$ cat src/inc/mode_power_defs.svh
// Offsets, field positions, reset values and timing counts for the mode and power-state controller.
// Assumes inclusion by bare name from the design files.
`ifndef MODE_POWER_DEFS_SVH
`define MODE_POWER_DEFS_SVH

`define SYSTEM_CONTROL_ADDR 16'hFFC4
`define MODE_READBACK_ADDR 16'hFFC5
`define WAKE_CTRL_ADDR 16'hFFC6
`define PWR_STATUS_ADDR 16'hFFC7

`define SOFT_STANDBY_SELECT_BIT 7
`define SETTLE_SEL_HI_BIT 6
`define SETTLE_SEL_LO_BIT 4
`define SYSTEM_CONTROL_FIXED_ONE_BIT 3
`define NMI_EDGE_SELECT_BIT 2
`define DUAL_PORT_RAM_MODE_BIT 1
`define RAM_ENABLE_BIT 0

`define SYSTEM_CONTROL_RESET 8'h09
`define MODE_READBACK_FIXED 8'hE4

`define SETTLE_STATES_0 32'd8192
`define SETTLE_STATES_1 32'd16384
`define SETTLE_STATES_2 32'd32768
`define SETTLE_STATES_3 32'd65536
`define SETTLE_STATES_4 32'd131072

`define RESET_VECTOR_ADDR 16'h0000
`define RAM_LOW_ADDR 16'hF780
`define RAM_HIGH_ADDR 16'hFF7F
`define REG_FIELD_LOW_ADDR 16'hFF88
`define ROM_HIGH_LIMIT 16'hC000

`endif

$ cat src/inc/mode_power_pkg.sv
// Types shared by the mode and power-state controller.
// Assumes no other package.
package mode_power_pkg;

  typedef enum logic [1:0] {
    MODE_0,
    MODE_1,
    MODE_2,
    MODE_3
  } op_mode_e;

  typedef enum logic [2:0] {
    RUN,
    SLEEP,
    SOFT_STANDBY,
    SETTLE,
    HW_STANDBY,
    EXC_PUSH,
    EXC_VECTOR
  } power_state_e;

endpackage

$ cat src/rtl/mode_power_ctrl.sv
// Mode latch, system control registers, power-down sequencing and exception-entry handshake.
// Assumes a CPU core that reports sleep and instruction boundaries and performs the stack
// and vector bus cycles when asked; board pins arrive asynchronously.
//
// The strobed register port was decided locally.
`timescale 1ns/1ns
`include "mode_power_defs.svh"

// Functional notes
// - SLEEP with standby select 0 halts CPU only; peripherals keep running.
// - SLEEP with standby select 1 halts all, resets peripherals, keeps RAM and ports.
// - Low standby pin halts everything including ports; peripherals reset, RAM kept.
// - Exception entry pushes PC and flags except on reset, masks, fetches vector.
// - Standby select stays 1 after interrupt wake until software clears it.
// - Interrupt wake from software standby idles for selected settling states.
// - System control bit 3 reads 1; writes ignored.
// - NMI edge select 0 means falling edge, 1 rising edge.
// - RAM enable bit gates RAM; reset sets it, software standby keeps it.
// - Expanded modes with RAM disabled send RAM-range accesses off-chip.
// - Mode pins latched at reset release; 01, 10, 11 select modes 1-3.
// - Modes 1 and 2 open a 64K external address space.
// - Mode 3 uses on-chip resources only; all ports general-purpose.
// - Mode readback low bits copy pins, captured at read time.
// - Mode readback bits 7-5 read 1, 4-3 read 0, bit 2 reads 1.
// - ROM-less variants run only in mode 1.
// - Reset release masks interrupts and loads PC from vector word 0.
// - Interrupt entry starts at instruction end or end of current sequence.
module mode_power_ctrl #(
  parameter logic HAS_ROM = 1'b1,
  parameter int SETTLE_SCALE = 1
) (
  input wire logic clk,
  input wire logic rst_b,
  input wire logic [15:0] reg_addr,
  input wire logic [7:0] reg_wdata,
  input wire logic reg_wr,
  input wire logic reg_rd,
  output logic [7:0] reg_rdata,
  input wire logic mode_select_pin_hi,
  input wire logic mode_select_pin_lo,
  input wire logic hw_standby_pin_n,
  input wire logic nmi_pin_n,
  input wire logic sleep_exec,
  input wire logic insn_end,
  input wire logic irq_req,
  input wire logic ext_irq,
  input wire logic exc_step_done,
  input wire logic [15:0] cpu_addr,
  output logic cpu_halt,
  output logic periph_halt,
  output logic periph_reinit,
  output logic port_out_enable_n,
  output logic nmi_request,
  output logic exc_push_req,
  output logic exc_vector_req,
  output logic [15:0] exc_vector_addr,
  output logic set_int_mask,
  output logic [1:0] op_mode,
  output logic expanded_mode,
  output logic rom_enable,
  output logic ram_enable,
  output logic ram_select,
  output logic ext_select
);

  // Settle length in states for a select code; scale lets a simulation shrink it
  function automatic logic [31:0] settle_count(input logic [2:0] sel);
    logic [31:0] n;
    n = `SETTLE_STATES_0;
    case (sel)
      3'h0: n = `SETTLE_STATES_0;
      3'h1: n = `SETTLE_STATES_1;
      3'h2: n = `SETTLE_STATES_2;
      3'h3: n = `SETTLE_STATES_3;
      default: n = `SETTLE_STATES_4;
    endcase
    settle_count = n / 32'(SETTLE_SCALE);
  endfunction

  // On-chip RAM window decode
  function automatic logic in_ram_window(input logic [15:0] a);
    in_ram_window = (a >= `RAM_LOW_ADDR) && (a <= `RAM_HIGH_ADDR);
  endfunction

  logic [1:0] mode_pin_meta_reg;
  logic [1:0] mode_pin_sync_reg;
  logic [1:0] hw_standby_pin_sync_reg;
  logic [2:0] nmi_sync_reg;
  logic mode_latched_reg;
  logic [1:0] mode_reg;
  logic soft_standby_select_reg;
  logic [2:0] settle_sel_reg;
  logic nmi_edge_select_reg;
  logic dual_port_ram_mode_reg;
  logic ram_enable_bit_reg;
  logic [7:0] rdata_reg;
  logic [31:0] settle_cnt_reg;
  logic exc_is_reset_reg;
  logic nmi_request_reg;
  logic hw_standby_pin_low;
  mode_power_pkg::power_state_e state_reg;
  mode_power_pkg::power_state_e state_next;

  // Two-flop synchronisers for standby and NMI pins; reset values match idle pins
  always_ff @(posedge clk) begin
    if (!rst_b) begin
      hw_standby_pin_sync_reg <= 2'h3;
      nmi_sync_reg <= 3'h7;
    end else begin
      hw_standby_pin_sync_reg <= {hw_standby_pin_sync_reg[0], hw_standby_pin_n};
      nmi_sync_reg <= {nmi_sync_reg[1:0], nmi_pin_n};
    end
  end

  // Mode straps keep syncing through reset
  // Latch then sees settled levels at release, not a reset value
  always_ff @(posedge clk) begin
    mode_pin_meta_reg <= {mode_select_pin_hi, mode_select_pin_lo};
    mode_pin_sync_reg <= mode_pin_meta_reg;
  end

  assign hw_standby_pin_low = !hw_standby_pin_sync_reg[1];

  // Mode caught once, on the first edge after reset release, after sync delay
  always_ff @(posedge clk) begin
    if (!rst_b) begin
      mode_latched_reg <= 1'b0;
      mode_reg <= 2'h1;
    end else if (!mode_latched_reg) begin
      mode_latched_reg <= 1'b1;
      // Without ROM only the expanded ROM-off mode exists
      mode_reg <= HAS_ROM ? mode_pin_sync_reg : 2'h1;
    end
  end

  // Mode decode; mode 0 is left undefined by the board, treated as mode 1
  assign op_mode = mode_reg;
  assign expanded_mode = (mode_reg != 2'h3);
  assign rom_enable = HAS_ROM && (mode_reg[1] == 1'b1);
  assign ram_enable = ram_enable_bit_reg;
  assign ram_select = ram_enable_bit_reg && in_ram_window(cpu_addr);
  // RAM window falls through to the external bus when disabled, expanded modes only
  // Register field at the top and enabled ROM at the bottom never go off-chip
  assign ext_select = expanded_mode && !ram_select && (cpu_addr < `REG_FIELD_LOW_ADDR) &&
                      !(rom_enable && (cpu_addr < `ROM_HIGH_LIMIT));

  // System control writes; reserved and fixed bits never stored
  always_ff @(posedge clk) begin
    if (!rst_b) begin
      soft_standby_select_reg <= 1'b0;
      settle_sel_reg <= 3'h0;
      nmi_edge_select_reg <= 1'b0;
      dual_port_ram_mode_reg <= 1'b0;
      ram_enable_bit_reg <= 1'b1;
    end else if (reg_wr && reg_addr == `SYSTEM_CONTROL_ADDR) begin
      // Standby select is cleared only by reset or this write, never by wake-up
      soft_standby_select_reg <= reg_wdata[`SOFT_STANDBY_SELECT_BIT];
      settle_sel_reg <= reg_wdata[`SETTLE_SEL_HI_BIT:`SETTLE_SEL_LO_BIT];
      nmi_edge_select_reg <= reg_wdata[`NMI_EDGE_SELECT_BIT];
      // Kept as storage only; software is expected to leave it 0
      dual_port_ram_mode_reg <= reg_wdata[`DUAL_PORT_RAM_MODE_BIT];
      ram_enable_bit_reg <= reg_wdata[`RAM_ENABLE_BIT];
    end
  end

  // Read data one cycle later; mode bits copy the pins at read time
  // Pin copy lags the pin by the two sync stages, harmless for static straps
  always_ff @(posedge clk) begin
    if (!rst_b) begin
      rdata_reg <= 8'h00;
    end else if (reg_rd) begin
      case (reg_addr)
        `SYSTEM_CONTROL_ADDR: rdata_reg <= {soft_standby_select_reg, settle_sel_reg, 1'b1,
                                            nmi_edge_select_reg, dual_port_ram_mode_reg, ram_enable_bit_reg};
        `MODE_READBACK_ADDR: rdata_reg <= `MODE_READBACK_FIXED | {6'h00, mode_pin_sync_reg};
        `PWR_STATUS_ADDR: rdata_reg <= {5'h00, state_reg};
        default: rdata_reg <= 8'h00;
      endcase
    end else begin
      rdata_reg <= 8'h00;
    end
  end

  assign reg_rdata = rdata_reg;

  // NMI edge detect on the synchronised level
  always_ff @(posedge clk) begin
    if (!rst_b) begin
      nmi_request_reg <= 1'b0;
    end else begin
      nmi_request_reg <= nmi_edge_select_reg ? (nmi_sync_reg[1] && !nmi_sync_reg[2])
                                             : (!nmi_sync_reg[1] && nmi_sync_reg[2]);
    end
  end

  assign nmi_request = nmi_request_reg;

  // Power and exception state transitions
  always_comb begin
    state_next = state_reg;
    case (state_reg)
      mode_power_pkg::RUN: begin
        if (sleep_exec && soft_standby_select_reg) begin
          state_next = mode_power_pkg::SOFT_STANDBY;
        end else if (sleep_exec) begin
          state_next = mode_power_pkg::SLEEP;
        end else if ((irq_req || nmi_request_reg) && insn_end) begin
          state_next = mode_power_pkg::EXC_PUSH;
        end
      end
      mode_power_pkg::SLEEP: begin
        if (irq_req || nmi_request_reg) begin
          state_next = mode_power_pkg::EXC_PUSH;
        end
      end
      mode_power_pkg::SOFT_STANDBY: begin
        if (ext_irq || nmi_request_reg) begin
          state_next = mode_power_pkg::SETTLE;
        end
      end
      mode_power_pkg::SETTLE: begin
        if (settle_cnt_reg <= 32'd1) begin
          state_next = mode_power_pkg::EXC_PUSH;
        end
      end
      mode_power_pkg::EXC_PUSH: begin
        if (exc_is_reset_reg || exc_step_done) begin
          state_next = mode_power_pkg::EXC_VECTOR;
        end
      end
      mode_power_pkg::EXC_VECTOR: begin
        if (exc_step_done) begin
          state_next = mode_power_pkg::RUN;
        end
      end
      mode_power_pkg::HW_STANDBY: begin
        state_next = mode_power_pkg::HW_STANDBY;
      end
      default: state_next = mode_power_pkg::RUN;
    endcase
    // Standby pin overrides everything
    if (hw_standby_pin_low) begin
      state_next = mode_power_pkg::HW_STANDBY;
    end
  end

  // State register; reset release enters the vector fetch without a push
  always_ff @(posedge clk) begin
    if (!rst_b) begin
      state_reg <= mode_power_pkg::EXC_PUSH;
    end else begin
      state_reg <= state_next;
    end
  end

  // Reset flag skips the stack push for the first sequence only
  always_ff @(posedge clk) begin
    if (!rst_b) begin
      exc_is_reset_reg <= 1'b1;
    end else if (state_reg == mode_power_pkg::EXC_VECTOR && exc_step_done) begin
      exc_is_reset_reg <= 1'b0;
    end
  end

  // Settling counter loaded on wake; select sampled at the wake moment
  // Limitation: a scale above 1 shortens the settle, for simulation only
  always_ff @(posedge clk) begin
    if (!rst_b) begin
      settle_cnt_reg <= 32'h0000_0000;
    end else if (state_reg == mode_power_pkg::SOFT_STANDBY) begin
      settle_cnt_reg <= settle_count(settle_sel_reg);
    end else if (state_reg == mode_power_pkg::SETTLE && settle_cnt_reg != 32'h0000_0000) begin
      settle_cnt_reg <= settle_cnt_reg - 32'd1;
    end
  end

  // Halt and reinit levels by state
  // Ports keep levels in software standby, float in hardware standby
  always_comb begin
    cpu_halt = 1'b0;
    periph_halt = 1'b0;
    periph_reinit = 1'b0;
    port_out_enable_n = 1'b0;
    case (state_reg)
      mode_power_pkg::SLEEP: begin
        // Peripherals keep running, only the core waits
        cpu_halt = 1'b1;
      end
      mode_power_pkg::SOFT_STANDBY: begin
        cpu_halt = 1'b1;
        periph_halt = 1'b1;
        periph_reinit = 1'b1;
      end
      mode_power_pkg::SETTLE: begin
        // Clock still settling; reinit was held through software standby
        cpu_halt = 1'b1;
        periph_halt = 1'b1;
      end
      mode_power_pkg::HW_STANDBY: begin
        cpu_halt = 1'b1;
        periph_halt = 1'b1;
        periph_reinit = 1'b1;
        port_out_enable_n = 1'b1;
      end
      default: begin
        cpu_halt = 1'b0;
      end
    endcase
  end

  // Exception-entry handshake to the core; the reset sequence skips the push
  always_comb begin
    exc_push_req = 1'b0;
    exc_vector_req = 1'b0;
    set_int_mask = 1'b0;
    case (state_reg)
      mode_power_pkg::EXC_PUSH: begin
        exc_push_req = !exc_is_reset_reg;
      end
      mode_power_pkg::EXC_VECTOR: begin
        // Mask raised while the vector is fetched
        exc_vector_req = 1'b1;
        set_int_mask = 1'b1;
      end
      default: begin
        exc_push_req = 1'b0;
      end
    endcase
  end

  // Only the reset vector is fixed here; the core indexes interrupt vectors itself
  assign exc_vector_addr = `RESET_VECTOR_ADDR;

endmodule

$ cat config.mk
export PLATFORM = sky130hd
export DESIGN_NAME = mode_power_ctrl
export DESIGN_NICKNAME = d
export VERILOG_FILES = /design/src/inc/mode_power_pkg.sv /design/src/rtl/mode_power_ctrl.sv
export VERILOG_INCLUDE_DIRS = /design/src /design/src/inc
export SDC_FILE = /design/constraint.sdc
export NUM_CORES = 1
export LEC_CHECK = 0
export ABC_CLOCK_PERIOD_IN_PS = 5900
export BUFFER_PORTS_ARGS = -buffer_cell sky130_fd_sc_hd__buf_4
export CAP_MARGIN = 20
export CORE_AREA = 2 2 127 79
export CTS_CLUSTER_DIAMETER = 100
export DETAILED_ROUTE_END_ITERATION = 10
export DIE_AREA = 0 0 129 81
export GPL_TIMING_DRIVEN = 0
export PLACE_DENSITY = 0.68
export SYNTH_ARGS = -nofsm -noshare
export SYNTH_HDL_FRONTEND = slang
export SYNTH_SLANG_ARGS = --single-unit
$ cat constraint.sdc
create_clock -name clk -period 5.9 [get_ports clk]
set_clock_uncertainty 0.05 [all_clocks]
set_input_delay 0.295 -clock clk [delete_from_list [all_inputs] [get_ports clk]]
set_output_delay 0.295 -clock clk [all_outputs]
set_load 0.02 [all_outputs]
==> flow_metrics.tcl <==
set metrics [dict create \
    cts_resized 0 \
    yosysSeqAreaShare 0.403 \
    drv_slew 0 \
    wl_per_cell_um 13.9 \
    clock_path_buffers 2 \
    gp_congestion 0.827 \
    grt_start_max_net_pins 11 \
    met1_length_um 4350 \
    seq_power_share 0.414 \
    p_sw_uw 260 \
    tightest_slew_ns 0.651 \
    netlist_area_um2 3180 \
    overflow 0 \
    intPower_uw 817 \
    synth-seq-cells 64 \
    fmax_mhz 356 \
    dp_hpwl_um 6240 \
    clk_latency_ns 0.34 \
    largest_reg_flops 32 \
    finalCritPeriodShare 0.475 \
    ys_warn_count 0 \
    met3_wirelength_um 497 \
    start_util 0.335 \
    r2r_setup_slack_ns 3.09 \
    endpoint_kind "flop" \
    wl_um 8360 \
    swShare 0.242 \
    yosysUniqueCellTypes 55 \
    cap_violations 0 \
    cts_tree "yes" \
    report.final.setup_viol 0 \
    synth_flop_cell "dfxtp_1" \
    antenna_found_initial 0 \
    dr.pass1.iters 4 \
    pin_count 92 \
    p_per_area_nw_per_um2 255 \
    dp_slack_ns 3.10 \
    power_frac_clock 0.469 \
    rsz0062_at_grt "false" \
    viasPerCell 5.07 \
    gr-usage-all-layers 0.165 \
    combPwrFrac 0.117 \
    ctsHtreeMaxLevel 3 \
    finalHoldViolCount 0 \
    drc_errors 0 \
    coreArea_um2 9490 \
    grt_pass1_wl_um 13300 \
    synth_area_per_cell_um2 8.74 \
    drive_above_1_share 0.258 \
    fin_nets 515 \
    fp.dieArea_um2 10400 \
    ant_nets 0 \
    clock_sinks 64 \
    min_period_ns 2.81 \
    async_reset_ff_frac 0 \
    hp-class "in2reg" \
    worst-path-max-fanout 10 \
    numCtsBuffers 9 \
    dr_total_vias 3049 \
    synth-edff-count 0 \
    die_h_um 81 \
    cp-start-kind "flop" \
    worstSetupPathType "reg2reg" \
    syn_to_final_growth_pct 32.7 \
    ir_drop_v 0.000142 \
    power.leakage_nw 1.77 \
    ctsRootBufferMaster "clkbuf_16" \
    setup_ws_ns 3.09 \
    grt_pass1_vias 2648 \
    initialDrtViolationCount 171 \
    synthCells 364 \
    top_layer "met4" \
    cts_hold_buffers 0 \
    setup_tns_ns 0 \
    port-buffer-count 70 \
    die_w_um 129 \
    status "finished, final reports clean" \
    post_cts_buffers 0 \
    arrival_ns 2.98 \
    worstPathRequired_ns 6.08 \
    wl_met2_um 3410 \
    total_power_mw 1.08 \
    max_slew_margin 0.562 \
    rows 28 \
    clk_pin_slew_ns 0.05 \
    postLayoutCoreUtil 0.445 \
]
==> power by group through the flow <==
stage,combinational [mW],sequential [mW],clock [mW]
after global routing,0.137,0.447,0.532
after detailed placement,0.124,0.455,0
after CTS,0.125,0.446,0.514
after global placement,0.123,0.455,0
final,0.126,0.446,0.505
after floorplan,0.0719,0.454,0
==> cell usage after synthesis, drive strengths merged, types with 5 or more instances <==
master | count | area (um^2)
a21oi | 24 | 124
buf | 26 | 179
clkbuf | 13 | 48.8
dfxtp | 64 | 1280
mux2i | 14 | 140
nand2 | 21 | 78.8
nand2b | 9 | 56.3
nand3 | 9 | 45.0
nand3b | 7 | 52.6
nand4 | 6 | 37.5
nor2 | 27 | 101
nor2b | 9 | 56.3
nor3 | 6 | 30.0
nor4 | 11 | 68.8
o21ai | 15 | 75.1
o31ai | 11 | 82.6
or3 | 10 | 67.6
or4 | 18 | 139
or4b | 5 | 50.1
==> metal layers <==
layer / vias to the layer above / track usage
met4: 0 / 0.0576
met2: 82 / 0.216
li1: 1520 / -
met3: 11 / 0.0494
met5: - / 0
met1: 1436 / 0.249
==> through the flow <==
step           area, um^2  cells  hold WS [ns]
3_5_place_dp         3930    584         0.266
3_3_place_gp         3930    584         0.261
2_1_floorplan        3240    379         0.260
5_1_grt              4220    600       0.00215
6_report             4220    601        0.0119
4_1_cts              4220    600       0.00336
==> worst paths after layout <==
kind                   startpoint                    to  cells after the start
max reg2reg    settle_cnt_reg[16]    settle_cnt_reg[15]                      7
max            settle_cnt_reg[16]    settle_cnt_reg[15]                      7
min            mode_select_pin_hi  mode_pin_meta_reg[1]                      1
min reg2reg  mode_pin_meta_reg[0]  mode_pin_sync_reg[0]                      0
==> layout make-up <==
cell class	count	area [um^2]
plain buffers	39	228
clock buffers	14	274
inverters	4	15.0
multi-input cells	272	1720
diodes	1	2.50
flip-flops and latches	64	1280
well taps	135	169
repair buffers	70	526
fillers	943	5270
clock inverters	2	12.5
==> critical path, cell delays in order, from the launching register on <==
cell	delay [ns]
dfxtp_1	0.36
or4_1	0.56
or4_1	0.39
buf_2	0.19
o311ai_2	0.54
buf_2	0.34
nand2_1	0.07
a32o_1	0.20
==> placed cells by master (no fill, tap or decap), drive strengths merged, types with 4 or more instances in the layout <==
cell    netlist  layout
nand2b        9       9
o41ai         4       4
nand3         9       9
a21oi        24      24
or4b          5       5
o31ai        11      11
mux2i        14      14
and2          4       4
nand2        21      21
nor2         27      27
o21ai        15      15
nor4         11      11
xnor2         4       4
a31oi         4       4
nand4         6       6
conb          1      16
inv           4       4
or4          18      18
buf          26      96
nor2b         9       9
nand3b        7       7
nor3          6       6
clkbuf       13      27
dfxtp        64      64
or3          10      10
==> logic make-up (layout without fill, tap and decap cells) <==
| family | after synthesis | after routing | share of synthesized area |
|---|---|---|---|
| buffers and inverters | 43 | 129 | 0.0763 |
| and+or+nand+nor | 154 | 154 | 0.282 |
| AOI/OAI and AO/OA | 79 | 79 | 0.167 |
| DFF | 64 | 64 | 0.403 |
| other | 1 | 17 | 0.00118 |
| muxes | 14 | 14 | 0.0440 |
| xor gates and xnor gates | 7 | 7 | 0.0193 |
| adders and majority gates | 2 | 2 | 0.00786 |
No activity file was read; power rests on OpenSTA's default activity.
